===== src/adcrr_pkg.sv =====
/*
  Package for the result register block: offsets, field positions,
  reset values and sizes shared by the result store and the bus slave.
  Assumes a 32-bit AHB-Lite register bus, one aligned word per register.
*/
// Contract
// - A normal conversion result lands in bits 11:0 of its slot.
// - Storing a normal result sets that slot's stored flag, bit 12.
// - Reading a normal slot clears its stored flag.
// - Overwriting an unread normal result sets its overrun flag, bit 13.
// - Reading a normal slot clears its overrun and pin-changed flags.
// - A shared port data change during normal conversion sets bit 14.
// - A priority result lands in bits 11:0 of the priority slot.
// - Storing a priority result sets its stored flag, bit 12.
// - Reading the priority slot clears its stored flag.
// - Overwriting an unread priority result sets its overrun flag.
// - Reading the priority slot clears its overrun flag.
// - A shared port data change during priority conversion sets bit 14.
// - Reading the priority slot clears its pin-changed flag.
package adcrr_pkg;
  // ****************************************************************
  // Sizes
  // ****************************************************************
  localparam int NUM_NORMAL = 12;
  localparam int RES_W = 12;
  localparam int CH_W = 4;
  localparam int NUM_INT = NUM_NORMAL + 1;

  // ****************************************************************
  // Register map (byte addresses)
  // ****************************************************************
  localparam logic [7:0] OFS_NORMAL_BASE = 8'h00;
  localparam logic [7:0] OFS_PRIORITY = 8'h30;
  localparam logic [7:0] OFS_INT_STATUS = 8'h34;
  localparam logic [7:0] OFS_INT_MASK = 8'h38;

  // ****************************************************************
  // Field positions and reset values
  // ****************************************************************
  localparam int BIT_STORED = 12;
  localparam int BIT_OVERRUN = 13;
  localparam int BIT_PIN_CHG = 14;
  localparam logic [RES_W-1:0] RESULT_RST = 12'h000;
  localparam logic [NUM_INT-1:0] INT_RST = 13'h0000;
endpackage : adcrr_pkg


===== src/adcrr_top.sv =====
/*
  Result register block: twelve normal result slots and one priority
  slot, an AHB-Lite slave to read them, and a sticky result-stored
  interrupt with mask. Assumes the converter core gives one-cycle
  done pulses with channel and data, and busy levels for each kind.
*/
// The register addresses and the AHB-Lite interface to the registers were decided locally.
`timescale 1ns/100ps
module adcrr_top
  import adcrr_pkg::*;
#(
  parameter int PORT_W = 12
) (
  // Clock and reset
  input wire logic hclk,
  input wire logic hresetn,
  // AHB-Lite slave
  input wire logic hsel,
  input wire logic [7:0] haddr,
  input wire logic [1:0] htrans,
  input wire logic hwrite,
  input wire logic [2:0] hsize,
  input wire logic [31:0] hwdata,
  input wire logic hready,
  output logic hreadyout,
  output logic hresp,
  output logic [31:0] hrdata,
  // Converter core
  input wire logic normal_busy,
  input wire logic normal_done,
  input wire logic [adcrr_pkg::CH_W-1:0] normal_ch,
  input wire logic [adcrr_pkg::RES_W-1:0] normal_data,
  input wire logic priority_busy,
  input wire logic priority_done,
  input wire logic [adcrr_pkg::RES_W-1:0] priority_data,
  // Shared port data register bits
  input wire logic [PORT_W-1:0] port_data_register,
  // Interrupt
  output logic irq
);
  import adcrr_pkg::*;

  // ****************************************************************
  // Bus address phase capture
  // ****************************************************************
  logic ph_valid_q;
  logic ph_write_q;
  logic [7:0] ph_addr_q;
  logic take;

  assign take = hsel && hready && htrans[1];
  assign hreadyout = 1'b1;
  assign hresp = 1'b0;

  // Address phase kept for the data phase
  always_ff @(posedge hclk or negedge hresetn) begin
    if (!hresetn) begin
      ph_valid_q <= 1'b0;
      ph_write_q <= 1'b0;
      ph_addr_q <= 8'h00;
    end else begin
      ph_valid_q <= take;
      ph_write_q <= hwrite;
      ph_addr_q <= haddr;
    end
  end

  // ****************************************************************
  // Read strobes: clear-on-read acts as the read is taken
  // ****************************************************************
  logic [NUM_INT-1:0] rd_pulse;
  logic [NUM_INT-1:0] wr_pulse;
  logic [NUM_INT-1:0] pin_pulse;
  logic [RES_W-1:0] slot_data [NUM_INT];
  logic [RES_W-1:0] slot_res [NUM_INT];
  logic [NUM_INT-1:0] slot_st;
  logic [NUM_INT-1:0] slot_ov;
  logic [NUM_INT-1:0] slot_pc;

  // Port data edge detect; inputs are synchronous so no synchroniser
  logic [PORT_W-1:0] port_prev_q;
  logic port_seen_q;
  logic port_changed;

  always_ff @(posedge hclk or negedge hresetn) begin
    if (!hresetn) begin
      port_prev_q <= '0;
      port_seen_q <= 1'b0;
    end else begin
      port_prev_q <= port_data_register;
      port_seen_q <= 1'b1;
    end
  end

  // The history holds no real pin value on the first edge after reset,
  // so no change is reported there; avoids a false pin-changed mark
  assign port_changed = port_seen_q &&
    (|(port_prev_q ^ port_data_register));

  // Sticky per-kind change marks, since a change lands in the slot
  // written at the end of the running conversion
  logic norm_chg_q;
  logic prio_chg_q;

  always_ff @(posedge hclk or negedge hresetn) begin
    if (!hresetn) begin
      norm_chg_q <= 1'b0;
      prio_chg_q <= 1'b0;
    end else begin
      if (normal_done) begin
        norm_chg_q <= 1'b0;
      end else if (normal_busy && port_changed) begin
        norm_chg_q <= 1'b1;
      end
      if (priority_done) begin
        prio_chg_q <= 1'b0;
      end else if (priority_busy && port_changed) begin
        prio_chg_q <= 1'b1;
      end
    end
  end

  // ****************************************************************
  // Slots
  // ****************************************************************
  genvar gi;
  generate
    for (gi = 0; gi < NUM_INT; gi++) begin : g_slot
      if (gi < NUM_NORMAL) begin : g_norm
        // Channel index selects the normal slot
        assign wr_pulse[gi] = normal_done &&
          (normal_ch == CH_W'(gi));
        assign pin_pulse[gi] = wr_pulse[gi] &&
          (norm_chg_q || port_changed);
        assign slot_data[gi] = normal_data;
        assign rd_pulse[gi] = take && !hwrite &&
          (haddr == OFS_NORMAL_BASE + 8'(gi * 4));
      end else begin : g_prio
        assign wr_pulse[gi] = priority_done;
        assign pin_pulse[gi] = priority_done &&
          (prio_chg_q || port_changed);
        assign slot_data[gi] = priority_data;
        assign rd_pulse[gi] = take && !hwrite &&
          (haddr == OFS_PRIORITY);
      end
      adcrr_slot u_slot (
        .hclk(hclk),
        .hresetn(hresetn),
        .wr(wr_pulse[gi]),
        .wr_data(slot_data[gi]),
        .rd(rd_pulse[gi]),
        .pin_chg(pin_pulse[gi]),
        .result_q(slot_res[gi]),
        .stored_q(slot_st[gi]),
        .overrun_q(slot_ov[gi]),
        .pin_chg_q(slot_pc[gi])
      );
    end
  endgenerate

  // ****************************************************************
  // Interrupt status and mask
  // ****************************************************************
  logic [NUM_INT-1:0] int_status_q;
  logic [NUM_INT-1:0] int_mask_q;
  logic wr_status;
  logic wr_mask;

  assign wr_status = ph_valid_q && ph_write_q &&
    (ph_addr_q == OFS_INT_STATUS);
  assign wr_mask = ph_valid_q && ph_write_q &&
    (ph_addr_q == OFS_INT_MASK);

  // A result arriving with the clearing write keeps its bit set
  always_ff @(posedge hclk or negedge hresetn) begin
    if (!hresetn) begin
      int_status_q <= INT_RST;
    end else if (wr_status) begin
      int_status_q <= (int_status_q & ~hwdata[NUM_INT-1:0]) | wr_pulse;
    end else begin
      int_status_q <= int_status_q | wr_pulse;
    end
  end

  // Mask register, one enables the matching status bit
  always_ff @(posedge hclk or negedge hresetn) begin
    if (!hresetn) begin
      int_mask_q <= INT_RST;
    end else if (wr_mask) begin
      int_mask_q <= hwdata[NUM_INT-1:0];
    end
  end

  assign irq = |(int_status_q & int_mask_q);

  // ****************************************************************
  // Read data: snapshot taken in the address phase, before clear
  // ****************************************************************
  logic [31:0] rd_word;
  integer k;

  always_comb begin
    rd_word = 32'h0000_0000;
    for (k = 0; k < NUM_INT; k++) begin
      if (rd_pulse[k]) begin
        rd_word = {17'h0_0000, slot_pc[k], slot_ov[k], slot_st[k],
          slot_res[k]};
      end
    end
    if (haddr == OFS_INT_STATUS) begin
      rd_word = {19'h0_0000, int_status_q};
    end else if (haddr == OFS_INT_MASK) begin
      rd_word = {19'h0_0000, int_mask_q};
    end
  end

  // Data output register; unmapped reads give zero
  always_ff @(posedge hclk or negedge hresetn) begin
    if (!hresetn) begin
      hrdata <= 32'h0000_0000;
    end else if (take && !hwrite) begin
      hrdata <= rd_word;
    end
  end
endmodule : adcrr_top


===== src/adcrr_slot.sv =====
/*
  One result register slot: result value plus stored, overrun and
  pin-changed flags. Assumes write, read and pin-change are one-cycle
  pulses from the top level in the hclk domain.
*/
`timescale 1ns/100ps
module adcrr_slot
  import adcrr_pkg::*;
(
  // Clock and reset
  input wire logic hclk,
  input wire logic hresetn,
  // Events
  input wire logic wr,
  input wire logic [adcrr_pkg::RES_W-1:0] wr_data,
  input wire logic rd,
  input wire logic pin_chg,
  // State
  output logic [adcrr_pkg::RES_W-1:0] result_q,
  output logic stored_q,
  output logic overrun_q,
  output logic pin_chg_q
);
  import adcrr_pkg::*;

  // ****************************************************************
  // Result value
  // ****************************************************************
  // Result value, cleared only by reset
  always_ff @(posedge hclk or negedge hresetn) begin
    if (!hresetn) begin
      result_q <= RESULT_RST;
    end else if (wr) begin
      result_q <= wr_data;
    end
  end

  // ****************************************************************
  // Flags: a set in the same cycle as a read wins, except overrun, which the read clears
  // ****************************************************************
  // Stored flag
  always_ff @(posedge hclk or negedge hresetn) begin
    if (!hresetn) begin
      stored_q <= 1'b0;
    end else if (wr) begin
      stored_q <= 1'b1;
    end else if (rd) begin
      stored_q <= 1'b0;
    end
  end

  // Overrun: a write onto a still-unread value
  always_ff @(posedge hclk or negedge hresetn) begin
    if (!hresetn) begin
      overrun_q <= 1'b0;
    end else if (wr && stored_q && !rd) begin
      overrun_q <= 1'b1;
    end else if (rd) begin
      overrun_q <= 1'b0;
    end
  end

  // Pin changed during conversion
  always_ff @(posedge hclk or negedge hresetn) begin
    if (!hresetn) begin
      pin_chg_q <= 1'b0;
    end else if (pin_chg) begin
      pin_chg_q <= 1'b1;
    end else if (rd) begin
      pin_chg_q <= 1'b0;
    end
  end
endmodule : adcrr_slot


===== config.mk =====
export PLATFORM = sky130hd
export DESIGN_NAME = adcrr_top
export DESIGN_NICKNAME = d
export VERILOG_FILES = /design/src/adcrr_pkg.sv /design/src/adcrr_top.sv /design/src/adcrr_slot.sv
export SDC_FILE = /design/constraint.sdc
export NUM_CORES = 1
export LEC_CHECK = 0
export ABC_CLOCK_PERIOD_IN_PS = 4300
export BUFFER_PORTS_ARGS = -buffer_cell sky130_fd_sc_hd__buf_2
export CORE_MARGIN = 2
export CORE_UTILIZATION = 64
export CTS_CLUSTER_DIAMETER = 80
export DETAILED_ROUTE_END_ITERATION = 12
export GPL_TIMING_DRIVEN = 0
export PLACE_DENSITY = 0.94
export SLEW_MARGIN = 20
export SYNTH_ARGS = -nofsm -noshare
export SYNTH_HDL_FRONTEND = slang
export SYNTH_SLANG_ARGS = --single-unit

===== constraint.sdc =====
create_clock -name hclk -period 4.3 [get_ports hclk]
set_clock_uncertainty 0.15 [all_clocks]
set_input_delay 0.86 -clock hclk [delete_from_list [all_inputs] [get_ports hclk]]
set_output_delay 0.86 -clock hclk [all_outputs]
set_load 0.01 [all_outputs]

# Word level (Yosys, flattened, before mapping)
# Cells that the tools add are included.
word_totals:
  inputBits: 94
  regBits: 278
  output_inout_bits: 35
classes:
  n_mux: 72
  bitwise_logic: 6
  eq_ne: 27
  reduce_logical: 134
op_table:
  columns: ["cell", "n"]
  rows:
  - ["2-to-1 mux 32 bit", 8]
  - ["2-to-1 mux 15 bit", 7]
  - ["nonzero test 2 bit", 41]
  - ["logical AND 1 bit", 73]
  - ["equality test 8 x 6 -> 1 bit (second input constant)", 9]
  - ["2-to-1 mux 1 bit", 56]
  - ["equality test 8 x 5 -> 1 bit (second input constant)", 4]
  - ["bitwise AND 13 bit", 2]
  - ["OR 13 bit", 2]
  - ["equality test 4 x 3 -> 1 bit (second input constant)", 4]
  - ["equality test 4 bit (second input constant)", 4]
  - ["equality test 8 x 4 -> 1 bit (second input constant)", 2]
  - ["logical NOT 1 bit", 14]
  - ["2-to-1 mux 13 bit", 1]
  - ["NOT 13 bit", 1]
  - ["OR reduction 13 bit", 1]
  - ["OR reduction 12 bit", 1]
  - ["XOR 12 bit", 1]
  - ["equality test 4 x 2 -> 1 bit (second input constant)", 2]
  - ["equality test 8 x 3 -> 1 bit (second input constant)", 1]
  - ["logical NOT 8 bit", 1]
  - ["equality test 4 x 1 -> 1 bit (second input constant)", 1]
  - ["logical NOT 4 bit", 1]
  - ["logical OR 1 bit", 2]

# Longest topological paths before layout
logic_depth:
  word_depth: 19
  depth_mapped: 10
  depth_no_buf: 6

# Hierarchy
# A second synthesis with hierarchy kept.
hier_totals:
  cells_unflattened: 1087
  area_unflattened_um2: 13101.3
by_module_without_submodules:
  columns: ["mod", "cells_per_inst", "instances", "area_each_um2"]
  rows:
  - ["adcrr_slot", 33, 13, 580.6]
  - ["adcrr_top", 658, 1, 5554.1]

# Least setup slack after synthesis
# Ideal clock, no wire load.
synth_path:
  path_kind: "input-to-reg"
  start: "input haddr[7]"
  end: "register hrdata[11]"
  arrival_ns: 2.403
  setup_slack_ns: 1.608
  path_stages: 8
  cell_sequence: "buf_2 > or4b_1 > buf_2 > or4_1 > o21ai_0 > a21oi_1 > o21ai_0 > a21oi_1"
synth_between:
  elab_chain_len: 17
synth_lines:
  columns: ["item", "line_no", "source"]
  rows:
  - ["from (decl)", "adcrr_top.sv:19", "input wire logic [7:0] haddr,"]
  - ["logical NOT 8 bit", "adcrr_top.sv:137", "(haddr == OFS_NORMAL_BASE + 8'(gi * 4));"]
  - ["logical AND 1 bit", "adcrr_top.sv:136", "assign rd_pulse[gi] = take && !hwrite &&"]
  - ["2-to-1 mux 15 bit (7 in series)", "adcrr_top.sv:205", "if (rd_pulse[k]) begin"]
  - ["2-to-1 mux 32 bit (6 in series)", "adcrr_top.sv:205", null]
  - ["2-to-1 mux 32 bit", "adcrr_top.sv:212", "end else if (haddr == OFS_INT_MASK) begin"]
  - ["2-to-1 mux 32 bit (*)", "adcrr_top.sv:210", "if (haddr == OFS_INT_STATUS) begin"]
  - ["to (signal assigned)", "adcrr_top.sv:222", "hrdata <= rd_word;"]
  - ["to (decl)", "adcrr_top.sv:27", "output logic [31:0] hrdata,"]
# Mark *: on every way between the ends. The rest lies on a longest branch, timed or not.
# A chain may end at the register's enable or synchronous reset.

# Final worst setup path
layout_path:
  start: "input haddr[5]"
  end: "register hrdata[1]"
# The elaborated chain is that of the path after synthesis.

==> summary by stage <==
Cells and area
The number of antenna diodes in the final layout is 0. Cells fill 74.1% of the core in the end. The area added between synthesis and finish is 14.5%. For this run, the post-layout net count is 1378. Of the cells placed in the final design, the portion with a size suffix greater than 1 is 26.2%.

Logic synthesis
Sorting the synthesized cells by area gives the leading types as dfrtp_1 52%, mux2_2 14%, nand2_1 4.2%, a21oi_1 3.5%, o21ai_0 2.4%. The Yosys warning count is 0. The mean post-synth cell area is 10.8 sq um. The synthesized instance count is 1152. The number of enable flip-flop cells after synthesis is 0.

By count the netlist is led by 261 x dfrtp_1, 150 x mux2_2, 138 x nand2_1. Summed over its instances, the top area cell type makes up 52.4% of the synthesized netlist area. The most used flip-flop cell after synthesis is dfrtp_1. The register bit count reported by yosys is 261. Counting distinct cell types in the post-synthesis netlist gives 69. The area of the mapped netlist is 12500 sq um. Yosys instantiated no cell more often than dfrtp_1. The library cell occupying the most area in the post-synthesis netlist is dfrtp_1. Of the synthesized area, sequential elements account for 52.4%. Of all flip-flops after synthesis, the portion carrying an async set or reset was 100%.

Clock tree
Clock-pin slew was measured on the worst setup and hold paths at 60 ps. The number of setup buffers added after CTS is 0. The cell at the root of the clock tree is clkbuf_16. For this design, the CTS-stage hold fixing added 0 buffers. In this run, CTS created clock tree buffers numbering 27. The clock tree buffer depth is 3. Once the clock tree was built, the resizer swapped 0 gates to a different size.

The clock net sink count is 261. The number of H-tree branching levels is 1. TritonCTS built the clock tree. Clock latency on the worst-skew pair, taken at its later pin, is 570 ps.

Routing
In the final routed layout, each cell accounts on average for 28.1 microns. The via count normalized by instance count is 6.93. The detail route stage leaves a number of antenna-violating nets equal to 0. The number of design-rule violations left by the first detailed-router iteration is 1474.

The final route contains 10900 vias. For this run, design rule violations remaining after detail routing come to 0. Wires add up to 44.1 mm. The first-pass iteration count of the detailed router is 6.

Timing
The worst setup margin is 696 ps. The period utilization is 83.8%. The number of endpoints with negative hold slack in the final report is 0. Setup repair after global routing left no endpoint under its margin. Headroom to the max-slew limit came out at 16.1%. For the finished layout, the period the worst path requires is 3600 ps. The number of setup violations in the final report is 0.

At the pin with the least slew margin, the transition time is 1230 ps. The count of pins over their slew limit is 0. Based on the critical path, the design can be clocked at up to 0.277 GHz.

Die
The number of rows created at floorplan is 51. In this run the standard cell core region covers 19300 sq um. From left edge to right edge, the die measures 144 microns. The total I/O pin count is 129. The height of the chip is 144 microns. The die covers 20600 sq um. The initial core utilization is 64.7%.

Pwr
Of the total power, the share spent switching nets is 27.5%. The relative contribution of sequential cells to total power is 49.1%. IR analysis of the VDD net gives a maximum drop of 0.000421 V. The combinational share of power is 14.7%. The switching power is 1830 uW. The internal portion of the total power is 4820 uW.

In this run, the clock network consumes 36.2% of the power. For this design the static power due to leakage is 0.00612 uW. Power spread over the standard cell area amounts to 466 nW/um^2.

Global routing
The number of global-route vias before repair is 10700. The first global-routing pass estimated 65.6 mm of wire. Summed over all layers, the global routing overflow is 0.

The largest net degree at the start of global routing is 105. Global routing used 43.6% of the available tracks. The initial antenna violation count is 0.

Setup path
The type of destination of the critical path is a register. The startpoint-to-endpoint class of the critical path is input pin to register. The signal arrival time at the worst endpoint is 3930 ps.

Of all nets on the critical path, the largest fanout is 10. STA classifies the critical path startpoint as an input pin. For the worst setup path, the data required time is 4630 ps.

Placement
Port buffering added 83 buffers. At the end of routability-driven placement, the weighted congestion stood at 1.04. Once detailed placement completed, the half-perimeter wirelength came to 31.2 mm.

The worst slack at placement is 434 ps.

Run
Across the run, the number of max-cap violations was 0.

Min path
The type of the most critical hold path is input pin to asynchronous set/reset pin.

Run status
The flow ran to the end, and the final reports show no timing, DRC or antenna violations.
## critical path: stages
cell,delay (ps)
buf_2,170
clkbuf_1,240
nor3_1,680
nand3_1,540
a2111oi_0,1170
a21oi_1,80
a21oi_1,190
## cells by family (layout without fill, tap and decap cells)
| logic type | after synthesis | count (layout) | share of synthesized area, % |
|---|---|---|---|
| AOI/OAI and AO/OA | 290 | 290 | 15.0 |
| xor gates and xnor gates | 12 | 12 | 0.843 |
| buffers and inverters | 117 | 251 | 4.41 |
| DFF | 261 | 261 | 52.4 |
| muxes | 170 | 170 | 16.0 |
| other | 2 | 20 | 0.0602 |
| and+or+nand+nor | 300 | 300 | 11.3 |
## sequential cells by signal (all words and copies together), names as in the netlist, 8 cells and up
signal	cells
g_slot.u_slot.overrun_q	13
g_slot.u_slot.pin_chg_q	13
g_slot.u_slot.result_q	156
g_slot.u_slot.stored_q	13
hrdata	15
int_mask_q	13
int_status_q	13
ph_addr_q	8
port_prev_q	12
## layer usage
| layer | wire length, microns | global-route usage, % | up-vias |
|---|---|---|---|
| met5 | 0 | 0 | - |
| met3 | 5340 | 9.63 | 220 |
| li1 | - | - | 4412 |
| met1 | 16000 | 58.2 | 5310 |
| met2 | 19500 | 66.4 | 939 |
| met4 | 3240 | 25.3 | 0 |
## through the flow
stage | instance area [sq um] | hold slack, ps | cells | total power, uW | setup TNS, ps
floorplan | 12500 | 289 | 1170 | 3790 | 0
global placement | 13300 | 305 | 1518 | 4140 | -599800
detailed placement | 13400 | 308 | 1520 | 4230 | 0
CTS | 14300 | 151 | 1569 | 6600 | 0
global route | 14300 | 166 | 1569 | 6850 | 0
finish | 14300 | 110 | 1569 | 6650 | 0
## layout by cell type (no fill, tap or decap), drive strengths merged, types with 8 or more instances in the layout
master	synthesis	layout
dfrtp	261	261
mux2	150	150
nand2	138	138
buf	51	136
clkbuf	57	101
a21oi	86	86
o21ai	66	66
nor2	63	63
a21o	23	23
conb	2	20
nand3	19	19
o22ai	17	17
nor3	17	17
mux2i	12	12
xnor2	12	12
a22o	11	11
a221oi	10	10
a211oi	8	8
o221ai	8	8
mux4	8	8
inv	7	8
## layout make-up
type	count	area, sq um
sequential	261	6530
multi-input combinational	792	5470
fill	1287	4990
clock buffer	44	820
buffer	108	515
timing repair buffer	85	480
tap	265	332
clock inverter	5	92.6
inverter	9	33.8
## worst paths after layout
kind | endpoint | depth (start not counted) | slack, ps | startpoint
worst max-delay path | hrdata[1] | 7 | 700 | haddr[5]
worst min-delay path | int_mask_q[12] | 1 | 110 | hresetn
worst max register to register | g_slot[7].u_slot.pin_chg_q | 6 | 1450 | port_prev_q[8]
worst min register to register | g_slot[8].u_slot.result_q[7] | 2 | 320 | g_slot[8].u_slot.result_q[7]
max in group asynchronous | g_slot[7].u_slot.result_q[4] | 2 | 3010 | hresetn
min in group hclk | port_prev_q[9] | 1 | 280 | port_data_register[9]
## power by group through the flow
stage	sequential, uW	clock (uW)	combinational (uW)
after CTS	3240	2400	961
final	3270	2410	976
after detailed placement	3270	0	953
after global placement	3240	0	893
after global routing	3290	2500	1050
after floorplan	3140	0	645
(Power assumes the default switching activity.)
